### config.mk
export PLATFORM = sky130hd
export DESIGN_NAME = sic_inject
export DESIGN_NICKNAME = d
export VERILOG_FILES = /design/src/logic/sic_pkg.sv /design/src/logic/sic_fifo.sv /design/src/logic/sic_inject.sv /design/src/logic/sic_pace.sv
export SDC_FILE = /design/constraint.sdc
export NUM_CORES = 1
export LEC_CHECK = 0
export ABC_CLOCK_PERIOD_IN_PS = 4100
export BUFFER_PORTS_ARGS = -buffer_cell sky130_fd_sc_hd__buf_2
export CORE_ASPECT_RATIO = 1.4
export CORE_MARGIN = 5
export CORE_UTILIZATION = 52
export DETAILED_ROUTE_END_ITERATION = 10
export PLACE_DENSITY = 0.76
export SETUP_SLACK_MARGIN = 0.15
export SYNTH_ARGS = -nofsm -noshare
export SYNTH_HDL_FRONTEND = slang
export SYNTH_SLANG_ARGS = --single-unit
### constraint.sdc
create_clock -name pclk -period 4.1 [get_ports pclk]
set_input_delay 0.82 -clock pclk [delete_from_list [all_inputs] [get_ports pclk]]
set_output_delay 0.82 -clock pclk [all_outputs]
set_load 0.01 [all_outputs]
### src/logic/sic_pkg.sv
// constants shared by the symbol injection control block
package sic_pkg;
    localparam int CLK_NS = 4;
    localparam int PAIR_NS = 80;
    localparam int PAIR_CYC = (PAIR_NS + CLK_NS - 1) / CLK_NS;
    localparam int SYM_W = 5;
    localparam int CNT_W = 8;
    localparam int FIFO_DEPTH = 8;
    // fifo word: {jk, parity, sym_a, sym_b}
    localparam int FW = 2 * SYM_W + 2;
    // register indices; byte address is four times the index
    localparam logic [3:0] IDX_TSC = 4'h4;
    localparam logic [3:0] IDX_THR = 4'h5;
    localparam logic [3:0] IDX_ISA = 4'h6;
    localparam logic [3:0] IDX_ISB = 4'h7;
    localparam logic [3:0] IDX_STS = 4'h8;
    // transmit_state_control fields
    localparam int TM_LSB = 0;
    localparam int IC_LO = 3;
    localparam int IC_HI = 4;
    localparam int SMO_BIT = 5;
    localparam int PAR_BIT = 6;
    localparam int RES_BIT = 7;
    localparam logic [7:0] TSC_RST = 8'ha2;
    localparam logic [7:0] THR_RST = 8'h00;
    localparam logic [4:0] SYM_RST = 5'h00;
    // status fields
    localparam int STS_PERR = 0;
    localparam int STS_ARM = 1;
    localparam int STS_CNT = 8;
    // injection modes, upper bit first
    localparam logic [1:0] IM_NONE = 2'b00;
    localparam logic [1:0] IM_ONE = 2'b01;
    localparam logic [1:0] IM_PER = 2'b10;
    localparam logic [1:0] IM_CONT = 2'b11;
    // transmit modes
    localparam logic [2:0] TM_ACTIVE = 3'b000;
    localparam logic [2:0] TM_IDLE = 3'b001;
    localparam logic [2:0] TM_OFF = 3'b010;
    localparam logic [2:0] TM_MASTER = 3'b100;
    localparam logic [2:0] TM_HALT = 3'b101;
    localparam logic [4:0] SYM_IDLE = 5'h1f;
    localparam logic [4:0] SYM_QUIET = 5'h00;
    localparam logic [4:0] SYM_HALT = 5'h04;
    typedef enum logic [1:0] {
        SIC_OS_WAIT = 2'b01,
        SIC_OS_COUNT = 2'b10
    } sic_os_t;
endpackage
### src/logic/sic_fifo.sv
// shift-register fifo; head word always comes out of a register
`timescale 1ns/1ps
module sic_fifo #(
    parameter int W = 12,
    parameter int D = 8
) (
    input wire logic pclk,
    input wire logic presetn,
    input wire logic in_valid,
    output logic in_ready,
    input wire logic [W-1:0] in_data,
    output logic out_valid,
    input wire logic out_ready,
    output logic [W-1:0] out_data
);
    logic [W-1:0] buf_ff [D];
    logic [$clog2(D+1)-1:0] cnt_ff;
    logic push;
    logic pop;

    assign in_ready = (cnt_ff != ($clog2(D+1))'(D));
    assign out_valid = (cnt_ff != '0);
    assign push = in_valid && in_ready;
    assign pop = out_valid && out_ready;
    assign out_data = buf_ff[0];

    always_ff @(posedge pclk or negedge presetn) begin
        if (!presetn) begin
            cnt_ff <= '0;
        end else begin
            cnt_ff <= cnt_ff + ($clog2(D+1))'(push) - ($clog2(D+1))'(pop);
        end
    end

    // a word is written to the slot it will occupy after any shift
    always_ff @(posedge pclk) begin
        for (int i = 0; i < D; i++) begin
            if (push && (32'(cnt_ff) - 32'(pop)) == i) begin
                buf_ff[i] <= in_data;
            end else if (pop && i < D - 1) begin
                buf_ff[i] <= buf_ff[i+1];
            end
        end
    end
endmodule

### src/logic/sic_inject.sv
// transmit path symbol-pair injection control with apb registers
//
// Behaviour
// - two control bits pick none, one-shot, periodic or continuous injection.
// - injected symbols override smoother, repeat filter, encoder and transmit modes.
// - with no injection, request symbols pass through unchanged in the active transmit mode.
// - one-shot replaces the pair n pairs after the next JK.
// - one-shot with count zero replaces the JK pair itself.
// - after one-shot, low control bit clears alone; nothing else clears.
// - periodic replaces every (n+1)th symbol pair.
// - periodic with count zero replaces every data pair.
// - continuous replaces every outgoing pair whatever the count.
// - request parity is checked only while the parity enable bit is set.
// - reserved top control bit resets to one, writes have no effect; here a write stores the bit and it reads back.
// - eight-bit down counter steps once per 80 ns pair period.
// - counter reloads from threshold at zero and on threshold writes.
// - counter runs only in one-shot or periodic, reset to zero.
// - reset enables the smoother and selects the off transmit mode.
//
// The implementer's own choices: the APB interface to the registers and the address map.
`timescale 1ns/1ps
module sic_inject
    import sic_pkg::*;
(
    input wire logic pclk,
    input wire logic presetn,
    input wire logic psel,
    input wire logic penable,
    input wire logic pwrite,
    input wire logic [7:0] paddr,
    input wire logic [31:0] pwdata,
    output logic [31:0] prdata,
    output logic pready,
    output logic pslverr,
    input wire logic req_valid,
    output logic req_ready,
    input wire logic [sic_pkg::SYM_W-1:0] req_sym_a,
    input wire logic [sic_pkg::SYM_W-1:0] req_sym_b,
    input wire logic req_parity,
    input wire logic req_jk,
    output logic tx_strobe,
    output logic [sic_pkg::SYM_W-1:0] tx_sym_a,
    output logic [sic_pkg::SYM_W-1:0] tx_sym_b,
    output logic tx_enable,
    output logic tx_injected
);
    import sic_pkg::*;

    ////////////////////////////////////////////////////////////////
    // registers and bus decode
    logic [7:0] tsc_ff;
    logic [7:0] thr_ff;
    logic [4:0] isa_ff;
    logic [4:0] isb_ff;
    logic perr_ff;
    logic [7:0] cnt_ff;
    logic [7:0] nxt_cnt;
    sic_os_t os_ff;
    logic acc;
    logic wr;
    logic [3:0] idx;
    logic hit;
    logic wr_tsc;
    logic wr_thr;
    logic [1:0] imode;
    logic [2:0] tmode;

    assign acc = psel && penable;
    assign wr = acc && pwrite;
    assign idx = paddr[5:2];
    assign hit = (paddr[7:6] == 2'b00) && (paddr[1:0] == 2'b00)
                 && (idx >= IDX_TSC) && (idx <= IDX_STS);
    assign wr_tsc = wr && hit && (idx == IDX_TSC);
    assign wr_thr = wr && hit && (idx == IDX_THR);
    assign pready = 1'b1;
    assign pslverr = acc && !hit;
    assign imode = {tsc_ff[IC_HI], tsc_ff[IC_LO]};
    assign tmode = tsc_ff[TM_LSB+2:TM_LSB];

    always_comb begin
        prdata = 32'h0000_0000;
        if (psel && !pwrite && hit) begin
            unique case (idx)
                IDX_TSC: prdata = {24'h00_0000, tsc_ff};
                IDX_THR: prdata = {24'h00_0000, thr_ff};
                IDX_ISA: prdata = {27'h000_0000, isa_ff};
                IDX_ISB: prdata = {27'h000_0000, isb_ff};
                default: prdata = {16'h0000, cnt_ff, 6'h00, os_ff == SIC_OS_COUNT, perr_ff};
            endcase
        end
    end

    ////////////////////////////////////////////////////////////////
    // pair pacing and request fifo
    logic tick;
    logic f_valid;
    logic [FW-1:0] f_data;
    logic pop;
    logic d_jk;
    logic [4:0] d_a;
    logic [4:0] d_b;

    sic_pace #(
        .DIV(PAIR_CYC)
    ) u_pace (
        .pclk(pclk),
        .presetn(presetn),
        .tick(tick)
    );

    // the fifo drains one pair per period, so a fast source is stalled
    sic_fifo #(
        .W(FW),
        .D(FIFO_DEPTH)
    ) u_fifo (
        .pclk(pclk),
        .presetn(presetn),
        .in_valid(req_valid),
        .in_ready(req_ready),
        .in_data({req_jk, req_parity, req_sym_a, req_sym_b}),
        .out_valid(f_valid),
        .out_ready(tick),
        .out_data(f_data)
    );

    assign pop = tick && f_valid;
    assign d_jk = f_valid && f_data[FW-1];
    // an empty fifo shows idle, never a stale word
    assign d_a = f_valid ? f_data[2*SYM_W-1:SYM_W] : SYM_IDLE;
    assign d_b = f_valid ? f_data[SYM_W-1:0] : SYM_IDLE;

    function automatic logic odd_ok(input logic [FW-2:0] w);
        odd_ok = ^w;
    endfunction

    ////////////////////////////////////////////////////////////////
    // injection decision
    logic inj_now;
    logic os_fire;

    always_comb begin
        os_fire = 1'b0;
        if (imode == IM_ONE) begin
            if (os_ff == SIC_OS_COUNT) begin
                // a threshold rewritten to zero mid-count fires at once instead of wrapping
                os_fire = (cnt_ff <= 8'h01);
            end else begin
                os_fire = d_jk && (thr_ff == 8'h00);
            end
        end
    end

    always_comb begin
        unique case (imode)
            IM_NONE: inj_now = 1'b0;
            IM_ONE: inj_now = os_fire;
            IM_PER: inj_now = (cnt_ff == 8'h00);
            IM_CONT: inj_now = 1'b1;
        endcase
    end

    ////////////////////////////////////////////////////////////////
    // one-shot sequencer
    always_ff @(posedge pclk or negedge presetn) begin
        if (!presetn) begin
            os_ff <= SIC_OS_WAIT;
        end else if (imode != IM_ONE) begin
            os_ff <= SIC_OS_WAIT;
        end else if (tick) begin
            unique case (os_ff)
                SIC_OS_WAIT: begin
                    if (d_jk && thr_ff != 8'h00) begin
                        os_ff <= SIC_OS_COUNT;
                    end
                end
                SIC_OS_COUNT: begin
                    if (os_fire) begin
                        os_ff <= SIC_OS_WAIT;
                    end
                end
                default: os_ff <= SIC_OS_WAIT;
            endcase
        end
    end

    ////////////////////////////////////////////////////////////////
    // injection counter
    always_comb begin
        nxt_cnt = cnt_ff;
        if (imode == IM_PER) begin
            nxt_cnt = (cnt_ff == 8'h00) ? thr_ff : cnt_ff - 8'h01;
        end else if (imode == IM_ONE) begin
            if (os_ff == SIC_OS_WAIT) begin
                nxt_cnt = d_jk ? thr_ff : cnt_ff;
            end else begin
                nxt_cnt = os_fire ? thr_ff : cnt_ff - 8'h01;
            end
        end
    end

    always_ff @(posedge pclk or negedge presetn) begin
        if (!presetn) begin
            cnt_ff <= 8'h00;
        end else if (wr_thr) begin
            cnt_ff <= pwdata[7:0];
        end else if (tick) begin
            cnt_ff <= nxt_cnt;
        end
    end

    ////////////////////////////////////////////////////////////////
    // software registers
    always_ff @(posedge pclk or negedge presetn) begin
        if (!presetn) begin
            tsc_ff <= TSC_RST;
        end else if (wr_tsc) begin
            // a write wins over the self-clear so a new request is not lost
            tsc_ff <= pwdata[7:0];
        end else if (tick && imode == IM_ONE && os_fire) begin
            tsc_ff[IC_LO] <= 1'b0;
        end
    end

    always_ff @(posedge pclk or negedge presetn) begin
        if (!presetn) begin
            thr_ff <= THR_RST;
            isa_ff <= SYM_RST;
            isb_ff <= SYM_RST;
        end else if (wr && hit) begin
            if (idx == IDX_THR) begin
                thr_ff <= pwdata[7:0];
            end
            if (idx == IDX_ISA) begin
                isa_ff <= pwdata[4:0];
            end
            if (idx == IDX_ISB) begin
                isb_ff <= pwdata[4:0];
            end
        end
    end

    // parity error: sticky, write one to clear, a new error wins
    logic perr_set;
    assign perr_set = req_valid && req_ready && tsc_ff[PAR_BIT]
                      && !odd_ok({req_parity, req_sym_a, req_sym_b});

    always_ff @(posedge pclk or negedge presetn) begin
        if (!presetn) begin
            perr_ff <= 1'b0;
        end else if (perr_set) begin
            perr_ff <= 1'b1;
        end else if (wr && hit && idx == IDX_STS && pwdata[STS_PERR]) begin
            perr_ff <= 1'b0;
        end
    end

    ////////////////////////////////////////////////////////////////
    // transmit output
    logic [4:0] tm_a;
    logic [4:0] tm_b;

    // smoother itself sits upstream; its enable bit is only stored here
    always_comb begin
        tm_a = SYM_QUIET;
        tm_b = SYM_QUIET;
        unique case (tmode)
            TM_ACTIVE: begin
                tm_a = d_a;
                tm_b = d_b;
            end
            TM_IDLE: begin
                tm_a = SYM_IDLE;
                tm_b = SYM_IDLE;
            end
            TM_MASTER: tm_a = SYM_HALT;
            TM_HALT: begin
                tm_a = SYM_HALT;
                tm_b = SYM_HALT;
            end
            default: begin
                tm_a = SYM_QUIET;
                tm_b = SYM_QUIET;
            end
        endcase
    end

    always_ff @(posedge pclk or negedge presetn) begin
        if (!presetn) begin
            tx_sym_a <= SYM_QUIET;
            tx_sym_b <= SYM_QUIET;
            tx_injected <= 1'b0;
            tx_strobe <= 1'b0;
        end else begin
            tx_strobe <= tick;
            if (tick) begin
                tx_sym_a <= inj_now ? isa_ff : tm_a;
                tx_sym_b <= inj_now ? isb_ff : tm_b;
                tx_injected <= inj_now;
            end
        end
    end

    always_ff @(posedge pclk or negedge presetn) begin
        if (!presetn) begin
            tx_enable <= 1'b0;
        end else begin
            tx_enable <= (tmode != TM_OFF);
        end
    end
endmodule

### src/logic/sic_pace.sv
// divider giving one enable pulse per symbol-pair period
`timescale 1ns/1ps
module sic_pace #(
    parameter int DIV = 20
) (
    input wire logic pclk,
    input wire logic presetn,
    output logic tick
);
    logic [7:0] cnt_ff;

    always_ff @(posedge pclk or negedge presetn) begin
        if (!presetn) begin
            cnt_ff <= 8'h00;
        end else if (cnt_ff == 8'(DIV - 1)) begin
            cnt_ff <= 8'h00;
        end else begin
            cnt_ff <= cnt_ff + 8'h01;
        end
    end

    assign tick = (cnt_ff == 8'(DIV - 1));
endmodule

==> flow_summary.yaml <==
clocking:
  cts_hold_buf: 0
  clk_path_buf_depth: 2
  cts.sinks: 150
  root_buffer: "clkbuf_16"
  cts_tree: "done"
  insertion_delay_ps: 420
  cts_max_level: 4
  clk_pin_slew_worst_paths_ps: 70
  numCtsBuffers: 17
synth:
  syn-cell-area_um2: 7709
  synth_cells: 619
  synth_cell_types: 70
  synth_seq_cells: 150
  synth_edf_count: 88
  yosysSeqAreaShare_pct: 54.47
  ys_warn_count: 0
  async_flop_share_pct: 41.33
  syn_area_per_cell_um2: 12.45
  synth-main-ff-cell: "edfxtp_1"
sta:
  maxSlewHeadroom_pct: 40.29
  rsz0062_at_grt: "yes"
  setup_tns_ps: 0
  fin_crit_ps: 3711
  finClkSkew_ps: 9.859
  finalCritPeriodShare_pct: 90.51
  hold_viol: 0
  drv_slew: 0
  worst_slew_pin_slew_ps: 888.9
  finalSetupViolations: 0
  fmax_ghz: 0.2695
placement:
  finalWeightedCongestion: 0.8721
  hpwl_um: 11900
  portBuffers: 64
  placed_area_um2: 8185
setup_path:
  startpoint: "u_pace.cnt_ff[0]"
  cp_max_fo: 13
  max_stage_delay_ps: 570
  crit_arrival_ps: 3890
  path_class: "register to register"
  timing.rr.start: "u_pace.cnt_ff[0]"
  ff2ff_setup_slack_ps: 390
  cpMaxStageDelayCell: "or4_4"
  path_common_cell: "ha_1"
  cp.required_ps: 4280
  critPathCaptureType: "register"
  crit_chain: "ha_1 > nand4bb_1 > or4_4 > clkinv_4 > nand2_4 > inv_1 > ha_1 > ha_1 > and3b_1 > a31oi_1 > nor3_1 > a21o_1 > mux2_2"
  cp-start-kind: "register"
cells_and_area:
  regArea_um2: 4199
  insertedDiodeCount: 0
  drive_above_1_share_pct: 28.85
  multi_input_area_um2: 3214
  final_cell_area_um2: 8813
  area_delta_synth_final_pct: 14.33
  final_nets: 768
  fillers: 1136
routing:
  via_per_inst: 5.669
  drcViolationCount: 0
  drt_iter0_markers: 295
  dr.pass1.iters: 5
  wire_per_inst_um: 17.81
  wl_um: 15960
  ant_nets: 0
  vias: 5079
power:
  power.leakage_nw: 3.633
  peakVddDrop_v: 0.0003689
  p_per_area_nw_per_um2: 447.5
job:
  maxCapViolations: 0
floorplan:
  dieHeight_um: 154.1
  start_util_pct: 53.13
  io_pins: 106
  die_area_um2: 17390
  core_area_um2: 14510
  die_w_um: 112.9
  rows: 52
global_routing:
  grt_pass1_vias: 5289
  grt_use_total_pct: 19.28
  overflow: 0
  grt_pass1_wl_um: 26680
  antenna_found_initial: 0
  grt_max_degree: 37
status:
  status: "completed"
hold_path:
  hold_class: "input pin to async pin"
metal layers:
| layer | GRT usage, % | routed length, um | share of wire, % | vias up |
|---|---|---|---|---|
| met5 | 0 | 0 | 0 | - |
| met4 | 7.045 | 440 | 2.8 | 0 |
| met3 | 4.719 | 686 | 4.3 | 36 |
| met2 | 35.79 | 9023 | 57 | 131 |
| met1 | 21.00 | 5809 | 36 | 2496 |
| li1 | - | - | - | 2416 |
layout make-up:
type	count	share of cell area, %
sequential	150	47.64
inverter	30	1.334
clock inverter	15	2.215
clock buffer	17	4.827
timing repair buffer	78	4.827
multi-input combinational	417	36.47
tap	189	2.683
final timing paths:
kind,endpoint,cells past startpoint
max reg2reg,u_fifo.buf_ff[0][30],13
min in group pclk,tx_injected,1
max in group asynchronous,os_ff[0],2
max,u_fifo.buf_ff[0][30],13
min reg2reg,tx_injected,1
min,cnt_ff[5],1
per-stage QoR:
stage | setup WS [ps] | utilization [%] | instances | hold slack (ps) | power [W]
2_1_floorplan | 284.2 | - | 634 | 454.9 | 0.002176
3_3_place_gp | 309.4 | 56.42 | 864 | 460.4 | 0.002318
3_5_place_dp | 217.7 | 56.42 | 864 | 469.9 | 0.002351
4_1_cts | 200.6 | 60.69 | 896 | 485.3 | 0.003973
5_1_grt | 90.42 | 60.75 | 896 | 494.5 | 0.004133
6_report | 388.9 | 60.75 | 896 | 481.0 | 0.003944
cells in the final DEF, fill, tap and decap left out, types with 7 or more instances in the layout:
cell type,instances
nand2_1,54
edfxtp_1,88
nand4_1,9
inv_1,29
buf_4,14
mux2_2,63
dfrtp_1,58
mux2_1,24
ha_1,15
nor3_1,11
buf_2,64
clkbuf_16,17
a221oi_1,10
mux2i_1,12
and3_1,7
nand3_1,9
conb_1,17
nor2_1,32
xnor2_1,17
o21ai_0,26
timing repair:
item                                    CTS  global route
setup buffers                             0             0
endpoints found under the setup margin    0            22
resized for setup                         0             2
kinds of logic after synthesis:
group / synth area share (%)
AOI/OAI and AO/OA: 7.353
other: 0.09742
adders and majority gates: 2.694
xor gates and xnor gates: 2.613
DFF: 54.47
and+or+nand+nor: 12.22
buffers and inverters: 4.820
muxes: 15.73
state kept, by name (all words and copies together), names as in the netlist, 2 cells and up:
signal         count
tsc_ff             8
isa_ff             5
thr_ff             8
cnt_ff             8
u_pace.cnt_ff      8
isb_ff             5
tx_sym_b           5
os_ff              2
u_fifo.cnt_ff      4
tx_sym_a           5
u_fifo.buf_ff     88
synth_stat cells (3+ instances only):
cell       n  area, um2
inv_1     29      108.9
nor2b_1    5      31.28
xnor2_1   17      148.9
mux4_2     5      112.6
a221oi_1  10      87.58
edfxtp_1  88       2643
nor3_2     3      30.03
buf_4     20      150.1
and4_1     3      26.28
nand2_1   54      202.7
mux2_2    63      709.4
o21ai_0   26      130.1
nor3b_1    6      45.04
xor2_1     6      52.55
a21oi_2    3      26.28
or3_1      6      37.54
nand4_1    9      56.30
a21oi_1    8      40.04
buf_6      4      45.04
nor3_1    11      55.05
a21o_1     3      22.52
buf_2      8      40.04
nor2_1    32      120.1
and3_1     7      43.79
nor4_1     3      18.77
dfstp_2    4      105.1
a31oi_1    4      25.02
ha_1      15      187.7
mux2_1    24      270.3
a211oi_1   4      30.03
mux2i_1   12      120.1
dfrtp_1   58       1451
nand3_1    9      45.04
clkbuf_1   4      15.01
and2_1     5      31.28
nand2b_1   6      37.54
where the power goes:
part           total, W  internal (W)  switching (W)
Combinational  0.000536      0.000195       0.000341
Sequential      0.00178       0.00173      0.0000522
Clock           0.00162      0.000936       0.000688
Total           0.00394       0.00286        0.00108
worst max-delay path: cells and delay by family, from the launching register on:
kind                     cells  cell delay, ps
AND/OR/NAND/NOR              5            1380
adder cells (fa/ha/maj)      3             580
AO/OA/AOI/OAI                2             520
multiplexers                 1             400
flip-flops                   1             390
buffers and inverters        2             180
Power figures use the tool's default switching activity.
